<file path="config.mk">
export PLATFORM = sky130hd
export DESIGN_NAME = monitor_alarm_warning_flags
export DESIGN_NICKNAME = d
export VERILOG_FILES = /design/src/design/flag_bank_pkg.sv /design/src/design/monitor_alarm_warning_flags.sv
export SDC_FILE = /design/constraint.sdc
export NUM_CORES = 1
export LEC_CHECK = 0
export BUFFER_PORTS_ARGS = -buffer_cell sky130_fd_sc_hd__buf_2
export CAP_MARGIN = 5
export CORE_MARGIN = 8
export CORE_UTILIZATION = 57
export DETAILED_ROUTE_END_ITERATION = 8
export PLACE_DENSITY = 0.8
export SYNTH_ARGS = -nofsm -noshare
export SYNTH_HDL_FRONTEND = slang
export SYNTH_SLANG_ARGS = --single-unit
</file>
<file path="constraint.sdc">
create_clock -name i_clk_sys -period 4.15 [get_ports i_clk_sys]
set_input_delay 0.2075 -clock i_clk_sys [delete_from_list [all_inputs] [get_ports i_clk_sys]]
set_output_delay 0.2075 -clock i_clk_sys [all_outputs]
set_load 0.03 [all_outputs]
</file>
<file path="src/design/flag_bank_pkg.sv">
// Package for the monitor alarm, warning and fast-trip flag bank.
// Assumes one system clock; registers are reached by a simple byte port.
package flag_bank_pkg;

  // ---------------------------------------------------------------
  // Register offsets
  // ---------------------------------------------------------------
  localparam logic [7:0] OFS_PRIMARY_ALARM   = 8'h70;
  localparam logic [7:0] OFS_SECONDARY_ALARM = 8'h71;
  localparam logic [7:0] OFS_TRIP            = 8'h73;
  localparam logic [7:0] OFS_PRIMARY_WARNING = 8'h74;
  localparam logic [7:0] OFS_MASK_FIRST      = 8'hf8;
  localparam logic [7:0] OFS_MASK_LAST       = 8'hfb;

  // ---------------------------------------------------------------
  // Field positions and reset values
  // ---------------------------------------------------------------
  localparam int         BIT_INPUT_THREE_HI  = 7;
  localparam int         BIT_INPUT_THREE_LO  = 6;
  localparam int         BIT_FILTERED_INT    = 0;
  localparam logic [7:0] TRIP_RESET          = 8'h00;
  localparam logic [7:0] TRIP_USED_MASK      = 8'h1f;
  localparam logic [7:0] FLAG_RESET          = 8'h00;

  // Monitored channels
  typedef enum logic [2:0] {
    CH_TEMP,
    CH_SUPPLY,
    CH_INPUT_ONE,
    CH_INPUT_TWO,
    CH_INPUT_THREE
  } channel_e;

  // One completed conversion and its limits
  typedef struct packed {
    logic        valid;
    channel_e    channel;
    logic        is_signed;
    logic [15:0] value;
    logic [15:0] alarm_hi;
    logic [15:0] alarm_lo;
    logic [15:0] warn_hi;
    logic [15:0] warn_lo;
  } conversion_s;

  // Fast-trip comparator results, bit 4 down to bit 0
  typedef struct packed {
    logic bias_warning;
    logic bias_alarm;
    logic signal_absent;
    logic tx_power_low;
    logic tx_power_high;
  } trip_s;

endpackage : flag_bank_pkg

</file>
<file path="src/design/monitor_alarm_warning_flags.sv">
// Flag bank: threshold alarm and warning flags, fast-trip flags and the
// filtered interrupt. Assumes conversion results arrive as one-cycle
// strobes from a conversion engine on the same clock, and that trip results
// come from comparators on pins, so they are synchronised here.
`timescale 1ns/1ps
`default_nettype none

module monitor_alarm_warning_flags
  import flag_bank_pkg::*;
#(
  parameter int MASK_BYTES = 4
) (
  input  wire logic        i_clk_sys,
  input  wire logic        i_reset,
  input  wire conversion_s i_conv,
  input  wire trip_s       i_trip,
  input  wire logic        i_trip_latch_mode,
  input  wire logic        i_mask_set_select,
  input  wire logic        i_reg_wr,
  input  wire logic        i_reg_rd,
  input  wire logic [7:0]  i_reg_addr,
  input  wire logic [7:0]  i_reg_wdata,
  output logic      [7:0]  o_reg_rdata,
  output logic             o_reg_hit,
  output logic             o_filtered_interrupt,
  output logic      [4:0]  o_channel_ready
);

  // ---------------------------------------------------------------
  // Comparison helpers
  // ---------------------------------------------------------------
  function automatic logic above(input logic sgn, input logic [15:0] a, input logic [15:0] b);
    above = sgn ? ($signed(a) > $signed(b)) : (a > b);
  endfunction : above

  function automatic logic below(input logic sgn, input logic [15:0] a, input logic [15:0] b);
    below = sgn ? ($signed(a) < $signed(b)) : (a < b);
  endfunction : below

  // ---------------------------------------------------------------
  // Flag storage
  // ---------------------------------------------------------------
  logic [7:0] primary_alarm;
  logic [1:0] input_three_alarm;
  logic [7:0] primary_warning;
  logic [4:0] trip_flags;
  logic [4:0] channel_ready;
  logic [7:0] mask_set_a [MASK_BYTES];
  logic [7:0] mask_set_b [MASK_BYTES];

  wire logic hi_alarm = above(i_conv.is_signed, i_conv.value, i_conv.alarm_hi);
  wire logic lo_alarm = below(i_conv.is_signed, i_conv.value, i_conv.alarm_lo);
  wire logic hi_warn  = above(i_conv.is_signed, i_conv.value, i_conv.warn_hi);
  wire logic lo_warn  = below(i_conv.is_signed, i_conv.value, i_conv.warn_lo);

  // Each channel's pair of flags is rewritten on every conversion, so
  // flags follow the measurement both ways with no host action.
  logic [7:0] next_primary_alarm;
  logic [7:0] next_primary_warning;
  logic [1:0] next_input_three_alarm;
  logic [4:0] next_channel_ready;

  always_comb begin
    next_primary_alarm     = primary_alarm;
    next_primary_warning   = primary_warning;
    next_input_three_alarm = input_three_alarm;
    next_channel_ready     = channel_ready;
    if (i_conv.valid) begin
      next_channel_ready[i_conv.channel] = 1'b1;
      case (i_conv.channel)
        CH_TEMP: begin
          next_primary_alarm[7:6]   = {hi_alarm, lo_alarm};
          next_primary_warning[7:6] = {hi_warn, lo_warn};
        end
        CH_SUPPLY: begin
          next_primary_alarm[5:4]   = {hi_alarm, lo_alarm};
          next_primary_warning[5:4] = {hi_warn, lo_warn};
        end
        CH_INPUT_ONE: begin
          next_primary_alarm[3:2]   = {hi_alarm, lo_alarm};
          next_primary_warning[3:2] = {hi_warn, lo_warn};
        end
        CH_INPUT_TWO: begin
          next_primary_alarm[1:0]   = {hi_alarm, lo_alarm};
          next_primary_warning[1:0] = {hi_warn, lo_warn};
        end
        CH_INPUT_THREE: begin
          next_input_three_alarm    = {hi_alarm, lo_alarm};
        end
        default: begin
          next_channel_ready = channel_ready;
        end
      endcase
    end
  end

  always_ff @(posedge i_clk_sys or posedge i_reset) begin
    if (i_reset) begin
      primary_alarm     <= FLAG_RESET;
      primary_warning   <= FLAG_RESET;
      input_three_alarm <= 2'b00;
      channel_ready     <= 5'h00;
    end else begin
      primary_alarm     <= next_primary_alarm;
      primary_warning   <= next_primary_warning;
      input_three_alarm <= next_input_three_alarm;
      channel_ready     <= next_channel_ready;
    end
  end

  // ---------------------------------------------------------------
  // Fast-trip inputs: three stages, change taken when stages 2 and 3 agree
  // ---------------------------------------------------------------
  logic [4:0] trip_s1;
  logic [4:0] trip_s2;
  logic [4:0] trip_s3;
  logic [4:0] trip_clean;

  always_ff @(posedge i_clk_sys or posedge i_reset) begin
    if (i_reset) begin
      trip_s1 <= 5'h00;
      trip_s2 <= 5'h00;
      trip_s3 <= 5'h00;
    end else begin
      trip_s1 <= i_trip;
      trip_s2 <= trip_s1;
      trip_s3 <= trip_s2;
    end
  end

  wire logic [4:0] trip_agree = ~(trip_s2 ^ trip_s3);
  wire logic [4:0] next_trip_clean = (trip_agree & trip_s3) | (~trip_agree & trip_clean);

  always_ff @(posedge i_clk_sys or posedge i_reset) begin
    if (i_reset) begin
      trip_clean <= 5'h00;
    end else begin
      trip_clean <= next_trip_clean;
    end
  end

  // ---------------------------------------------------------------
  // Register access decode
  // ---------------------------------------------------------------
  wire logic wr_trip   = i_reg_wr && (i_reg_addr == OFS_TRIP);
  wire logic in_masks  = (i_reg_addr >= OFS_MASK_FIRST) && (i_reg_addr <= OFS_MASK_LAST);
  wire logic [1:0] mask_index = i_reg_addr[1:0];

  // In latched mode a comparator event sets a flag; a host write of 0 clears
  // it unless the event is present in the same cycle, where the set wins.
  wire logic [4:0] trip_write_keep = wr_trip ? i_reg_wdata[4:0] : 5'h1f;
  wire logic [4:0] next_trip_flags = i_trip_latch_mode ?
                                     ((trip_flags & trip_write_keep) | trip_clean) :
                                     trip_clean;

  always_ff @(posedge i_clk_sys or posedge i_reset) begin
    if (i_reset) begin
      trip_flags <= TRIP_RESET[4:0];
    end else begin
      trip_flags <= next_trip_flags;
    end
  end

  // Mask bytes; two sets share the same offsets, the select bit steers writes
  always_ff @(posedge i_clk_sys or posedge i_reset) begin
    if (i_reset) begin
      for (int k = 0; k < MASK_BYTES; k++) begin
        mask_set_a[k] <= 8'h00;
        mask_set_b[k] <= 8'h00;
      end
    end else if (i_reg_wr && in_masks) begin
      if (i_mask_set_select) begin
        mask_set_b[mask_index] <= i_reg_wdata;
      end else begin
        mask_set_a[mask_index] <= i_reg_wdata;
      end
    end
  end

  // ---------------------------------------------------------------
  // Filtered interrupt
  // ---------------------------------------------------------------
  // Mask layout: byte 0 primary alarms, byte 1 input-three alarms,
  // byte 2 primary warnings, byte 3 unused here.
  wire logic [7:0] mask_sel [MASK_BYTES];
  for (genvar g = 0; g < MASK_BYTES; g++) begin : g_mask_sel
    assign mask_sel[g] = i_mask_set_select ? mask_set_b[g] : mask_set_a[g];
  end

  wire logic [7:0] alarm_two_flags = {input_three_alarm, 6'h00};
  wire logic interrupt_term = |(primary_alarm & mask_sel[0])
                            | |(alarm_two_flags & mask_sel[1])
                            | |(primary_warning & mask_sel[2]);

  always_ff @(posedge i_clk_sys or posedge i_reset) begin
    if (i_reset) begin
      o_filtered_interrupt <= 1'b0;
    end else begin
      o_filtered_interrupt <= interrupt_term;
    end
  end

  // ---------------------------------------------------------------
  // Named flags
  // ---------------------------------------------------------------
  wire logic temp_high_alarm_flag        = primary_alarm[7];
  wire logic temp_low_alarm_flag         = primary_alarm[6];
  wire logic supply_high_alarm_flag      = primary_alarm[5];
  wire logic supply_low_alarm_flag       = primary_alarm[4];
  wire logic input_one_high_alarm_flag   = primary_alarm[3];
  wire logic input_one_low_alarm_flag    = primary_alarm[2];
  wire logic input_two_high_alarm_flag   = primary_alarm[1];
  wire logic input_two_low_alarm_flag    = primary_alarm[0];
  wire logic input_three_high_alarm_flag = input_three_alarm[1];
  wire logic input_three_low_alarm_flag  = input_three_alarm[0];
  wire logic filtered_interrupt_flag     = o_filtered_interrupt;

  wire logic temp_high_warning_flag      = primary_warning[7];
  wire logic temp_low_warning_flag       = primary_warning[6];
  wire logic supply_high_warning_flag    = primary_warning[5];
  wire logic supply_low_warning_flag     = primary_warning[4];
  wire logic input_one_high_warning_flag = primary_warning[3];
  wire logic input_one_low_warning_flag  = primary_warning[2];
  wire logic input_two_high_warning_flag = primary_warning[1];
  wire logic input_two_low_warning_flag  = primary_warning[0];

  wire logic bias_warning_trip_flag      = trip_flags[4];
  wire logic bias_alarm_trip_flag        = trip_flags[3];
  wire logic signal_absent_trip_flag     = trip_flags[2];
  wire logic tx_power_low_trip_flag      = trip_flags[1];
  wire logic tx_power_high_trip_flag     = trip_flags[0];

  // ---------------------------------------------------------------
  // Read bytes, assembled bit by bit
  // ---------------------------------------------------------------
  wire logic [7:0] alarm_byte_one = {
    temp_high_alarm_flag,
    temp_low_alarm_flag,
    supply_high_alarm_flag,
    supply_low_alarm_flag,
    input_one_high_alarm_flag,
    input_one_low_alarm_flag,
    input_two_high_alarm_flag,
    input_two_low_alarm_flag
  };

  wire logic [7:0] warning_byte = {
    temp_high_warning_flag,
    temp_low_warning_flag,
    supply_high_warning_flag,
    supply_low_warning_flag,
    input_one_high_warning_flag,
    input_one_low_warning_flag,
    input_two_high_warning_flag,
    input_two_low_warning_flag
  };

  wire logic [7:0] trip_byte_named = {
    3'b000,
    bias_warning_trip_flag,
    bias_alarm_trip_flag,
    signal_absent_trip_flag,
    tx_power_low_trip_flag,
    tx_power_high_trip_flag
  };

  // ---------------------------------------------------------------
  // Read path
  // ---------------------------------------------------------------
  wire logic [7:0] secondary_byte = {
    input_three_high_alarm_flag,
    input_three_low_alarm_flag,
    5'h00,
    filtered_interrupt_flag
  };
  wire logic [7:0] trip_byte      = trip_byte_named & TRIP_USED_MASK;
  wire logic       known_addr     = (i_reg_addr == OFS_PRIMARY_ALARM) ||
                                    (i_reg_addr == OFS_SECONDARY_ALARM) ||
                                    (i_reg_addr == OFS_TRIP) ||
                                    (i_reg_addr == OFS_PRIMARY_WARNING) || in_masks;
  logic [7:0] next_rdata;

  always_comb begin
    case (i_reg_addr)
      OFS_PRIMARY_ALARM:   next_rdata = alarm_byte_one;
      OFS_SECONDARY_ALARM: next_rdata = secondary_byte;
      OFS_TRIP:            next_rdata = trip_byte;
      OFS_PRIMARY_WARNING: next_rdata = warning_byte;
      default:             next_rdata = in_masks ? mask_sel[mask_index] : 8'h00;
    endcase
  end

  always_ff @(posedge i_clk_sys or posedge i_reset) begin
    if (i_reset) begin
      o_reg_rdata <= 8'h00;
      o_reg_hit   <= 1'b0;
    end else begin
      o_reg_rdata <= i_reg_rd ? next_rdata : o_reg_rdata;
      o_reg_hit   <= i_reg_rd && known_addr;
    end
  end

  assign o_channel_ready = channel_ready;

endmodule : monitor_alarm_warning_flags

`default_nettype wire

</file>
# Yosys cells after proc, flatten, opt, wreduce, memory -nomap -nowiden
# Index checks and enable logic that the tools add are counted.
# word_totals
mem_bits_rw	0
word_cells	108
n_memories	0
latch_bits	0
ff_bits	122
inputBits	112
mem_bits_ro	0
# op_classes
bitwise	16
muxes	21
n_mul	0
shift	0
n_lt_le_gt_ge	14
div	0
reduce_logical	23
add_sub_neg	0
n_eq_ne	8
# op_table
cell	n
32-bit bitwise mux	2
16-bit greater-than comparator	4
16-bit less-than comparator	4
8-bit 2-to-1 mux	8
8-bit by 7-bit equality test with 1-bit output, second input constant	4
8-bit one-hot mux with 4 select lines	1
8-bit AND	3
8-bit OR reduction	3
8-bit binary-select mux with 2-bit select	1
8-bit demux with 2-bit select	1
2-bit AND reduction	8
5-bit AND	3
5-bit OR	3
5-bit 2-to-1 mux	2
5-bit inverter	2
8-bit >= comparator, second input constant	1
8-bit less-or-equal comparator, second input constant	1
3-bit by 2-bit equality test with 1-bit output, second input constant	2
1-bit logical AND	6
1-bit 2-to-1 mux	5
5-bit OR reduction	1
5-bit bitwise XOR	1
1-bit logical OR	4
3-bit by 4-bit less-than comparator with 1-bit output, second input constant	1
other kinds (10)	11

# Logic depth before layout (Yosys ltp)
# depth
depth_word	6
ltp_mapped	8
ltp_nobuf	8

# Least setup slack after synthesis
# OpenSTA, ideal clock, no wires.
# synth_timing
path_type	in2reg
startpoint	input i_conv[30] (netlist name)
endpoint	register primary_warning[3]
path_slack_ps	2359
setup_time_ps	151
stages	8
path_buffers	0
arrival_time_ps	1640
path_cell_list	inv_1 > ha_1 > a21oi_2 > nand2_1 > a221o_1 > a311oi_2 > xnor2_1 > o22ai_1
# synth_between
elab_chain_cells	2
elab_cells_between_ends	3
# synth_rtl
item	line	source
from (decl)	monitor_alarm_warning_flags.sv:15	input wire conversion_s i_conv,
16-bit greater-than comparator	monitor_alarm_warning_flags.sv:33	above = sgn ? ($signed(a) > $signed(b)) : (a > b);
1-bit 2-to-1 mux *	monitor_alarm_warning_flags.sv:33	
to (signal assigned)	monitor_alarm_warning_flags.sv:105	primary_warning <= next_primary_warning;
to (decl)	monitor_alarm_warning_flags.sv:45	logic [7:0] primary_warning;
# Mark *: on every way between the ends. The rest lies on a longest branch, timed or not.
# A chain may end at the register's enable or synchronous reset.

# Worst setup path after layout
# layout_timing
startpoint	input i_mask_set_select
endpoint	register o_filtered_interrupt
# layout_between
elab_chain_cells	5
elab_cells_between_ends	11
# layout_rtl
item	line	source
from (decl)	monitor_alarm_warning_flags.sv:18	input wire logic i_mask_set_select,
8-bit 2-to-1 mux	monitor_alarm_warning_flags.sv:187	assign mask_sel[g] = i_mask_set_select ? mask_set_b[g] : mask_set_a[g];
8-bit AND, on equally long branches	monitor_alarm_warning_flags.sv:191, monitor_alarm_warning_flags.sv:192	
8-bit OR reduction, on equally long branches	monitor_alarm_warning_flags.sv:191, monitor_alarm_warning_flags.sv:192	
1-bit OR	monitor_alarm_warning_flags.sv:192	| |(alarm_two_flags & mask_sel[1])
1-bit OR *	monitor_alarm_warning_flags.sv:193	| |(primary_warning & mask_sel[2]);
named net interrupt_term	monitor_alarm_warning_flags.sv:191	wire logic interrupt_term = |(primary_alarm & mask_sel[0])
to (signal assigned)	monitor_alarm_warning_flags.sv:199	o_filtered_interrupt <= interrupt_term;
to (decl)	monitor_alarm_warning_flags.sv:25	output logic o_filtered_interrupt,
# The timed path passes the listed nets; every way through them passes the cells marked *.

==> run metrics <==
status=completed; CTS tree=built; Main synth FF type=dfrtp_1; Pleak=4.309 nW; P_int=0.002337 W; clock buffer depth=2; 1st-pass router iterations=5; RSZ-0062 raised after global routing=no; main combinational cell family by area after synthesis=multiplexers; routed len/inst=20.56 um; antenna cell count=0; critical setup path kind=input port to register; maximum VDD drop=0.2821 mV; Overflow after GRT=0; Unique masters post-synth=58; worst slew pin tran=1.110 ns; largest net degree at the start of global routing=53; initial antenna violation count=0; GRT Total Usage=25.39%; CTS H-tree lvls=4; synthesized net count=823; critical path arrival=2.30 ns; first-iteration detailed-routing DRC count=between 400 and 500; Chip Height=between 100 and 150 um; Net Sw Frac=29.61%; area fraction in compound gates after synthesis=10.84%; CP delay by family, top=buffers and inverters; crit end category=register; synthesized flop and latch total=122; ys async rst share=100.0%; post-synthesis xor/xnor area fraction=0.1230%; syn avg cell area=10.97 um^2; CP Launch Type=input port; clk slew on worst S/H paths=0.07 ns; area of the die=16,320 um^2; # IOs=127; Setup TNS=0 ns; most frequent cells in the layout=buf_2, dfrtp_1, mux2_2; Synth Area in Adders=11.60%; Post-synth EDFFs=0; vias in the first global route=between 6,000 and 7,000; post-route ant nets=0; detailed placer's ending HPWL=between 10,000 and 15,000 um; Crit path required time=4.43 ns; placed cell areas=7911 um^2; Tightest Hold Check Type=input port to register; Slew Limit Fails=0; Final setup viols=0; Post-Layout Cell Count=974; synthesis-to-finish area growth=20.37%; maximum capacitance violations=0; sequential power share=40.8%; drt total wl=20,030 um; Sw Pwr=0.0009831 W; most common cell after layout, fill and taps aside=buf_2; Sink Count=122; routed vias/inst=approximately 5.9; slew margin rel.=between 20% and 30%; final RePlAce weighted congestion=0.9696; synthesized area=7119 um^2; clock network fraction of total power=44.7%; crit path cell chain=buf_2 > mux2_2 > a22oi_1 > o211ai_1 > a2111oi_0 > nand3b_1; fin crit share=48.61%; Slowest-stage cell, CP=buf_2; Fin. Hold Viols=0; share of cells above drive strength 1=34.16%; clk_skew=0.01013 ns; worst stage delay on the critical path=0.82 ns; Layout fillers=906; postcts setup bufs=0; placed insts=around 940; core area=12,410 um^2; first-pass GRT wire length=32,620 um; post-synthesis cell count=649; P per Cell Area=387.4 nW/um^2; mux share of post-synthesis cell area=18.10%; sequential-to-total area share from yosys stat=42.88%; Multi-input gate area=between 3000 and 4000 um^2; via count=5,759; clock latency on the worst-skew pair=0.42 ns; IO Port Bufs=126; register area=between 3000 and 4000 um^2; Yosys warning total=0; Comb pwr share=14.4%; initial core utilization=a little under three fifths; crit path time final=2.017 ns; Synth Area in Simple Gates=11.70%; final instance area=8569 um^2; Clock Root Buffer=clkbuf_16; Row Count=between 40 and 50; fmax=between 400 and 500 MHz; fin nets=963; cts bufs inserted=17; detailed-route DRC error count=0; critical path peak fanout=38; die width=127.8 um; Bufs and invs on worst path=1
==> layer usage <==
metal  global-route usage, %  vias to the layer above  share of wire [%]  routed length, um
met1                   29.93                     2819                 40               7997
li1                        -                     2627                  -                  -
met4                   9.930                        0                2.8                562
met5                       0                        -                  0                  0
met2                   44.00                      266                 50              10090
met3                   5.782                       47                6.9               1378
==> what timing repair did <==
item / CTS / global route
hold buffers: 6 / 0
setup endpoints to repair: 0 / 0
endpoints found under the hold margin: 55 / 0
resized for setup: 0 / 0
==> logic make-up (layout without fill, tap and decap cells) <==
family          count (synthesis)  in the layout
buf+inv                        84            237
xor+xnor                        1              1
compound gates                119            119
simple gates                  153            153
mux                           103            103
fa+ha+maj                      67             67
flops                         122            122
==> power groups by stage <==
stage / Sequential (W) / Clock, W / Combinational, W
floorplan: 0.00136 / 0 / 0.000281
global placement: 0.00137 / 0 / 0.000440
detailed placement: 0.00137 / 0 / 0.000464
CTS: 0.00135 / 0.00150 / 0.000475
global route: 0.00136 / 0.00155 / 0.000529
finish: 0.00136 / 0.00149 / 0.000478
==> final timing paths <==
path | startpoint | endpoint | slack (ns) | depth (start not counted)
max | i_mask_set_select | o_filtered_interrupt$_DFF_PP0_ | 2.13 | 6
min reg2reg | trip_s1[1]$_DFF_PP0_ | trip_s2[1]$_DFF_PP0_ | 0.36 | 0
max in group asynchronous | i_reset | primary_warning[1]$_DFFE_PP0P_ | 2.72 | 4
max reg2reg | mask_set_a[29]$_DFFE_PP0P_ | o_filtered_interrupt$_DFF_PP0_ | 2.48 | 5
min | i_trip_latch_mode | trip_flags[4]$_DFF_PP0_ | 0.11 | 3
min in group asynchronous | i_reset | mask_set_a[4]$_DFFE_PP0P_ | 0.42 | 3
==> sequential cells by signal, indices dropped and copies added (netlist names), named ones only <==
register and count:
input_three_alarm 2, o_filtered_interrupt 1, alarm_byte_one 8, o_reg_rdata 8
trip_s1 5, trip_flags 5, trip_s3 5, trip_s2 5
mask_set_b 32, o_reg_hit 1, mask_set_a 32, o_channel_ready 5
primary_warning 8
==> synth_stat cells, drive strengths merged, types with 5 or more instances <==
library cell / count / area (um^2)
buf: 9 / 56.30
nand2: 43 / 168.9
o21ai: 17 / 85.08
mux2i: 11 / 110.1
nand2b: 17 / 106.4
a221oi: 5 / 43.79
nor3: 14 / 102.6
nand4: 10 / 62.56
maj3: 5 / 50.05
a211oi: 7 / 52.55
a21oi: 44 / 224.0
ha: 62 / 775.7
nor2: 34 / 135.1
mux2: 80 / 908.4
or2: 5 / 31.28
nor2b: 7 / 43.79
o211ai: 10 / 75.07
mux4: 12 / 270.3
o22ai: 5 / 31.28
nand3: 11 / 77.58
dfrtp: 122 / 3053
inv: 70 / 262.8
==> metrics by stage <==
stage / power [W] / hold slack [ns] / setup WS, ns / util, %
after detailed placement: 0.001835 / 0.3172 / 1.737 / 63.73
after CTS: 0.003324 / 0.1028 / 2.137 / 69.03
final: 0.003320 / 0.1093 / 2.133 / 69.03
after global routing: 0.003444 / 0.1288 / 1.946 / 69.03
after floorplan: 0.001637 / 0.2389 / 0.7000 / -
after global placement: 0.001807 / 0.3173 / 1.824 / 63.73
==> worst min-delay path: stages <==
cell and delay (ns):
buf_2 0.13, o211ai_1 0.09, nand2b_1 0.06
==> area by class of cell <==
class	instances	area share (%)
repair buffers	134	8.235
multi-input cells	443	43.51
well taps	172	2.511
clock inverters	15	2.015
inverters	71	3.139
flip-flops and latches	122	35.63
clock buffers	17	4.964
(Power assumes the default switching activity.)
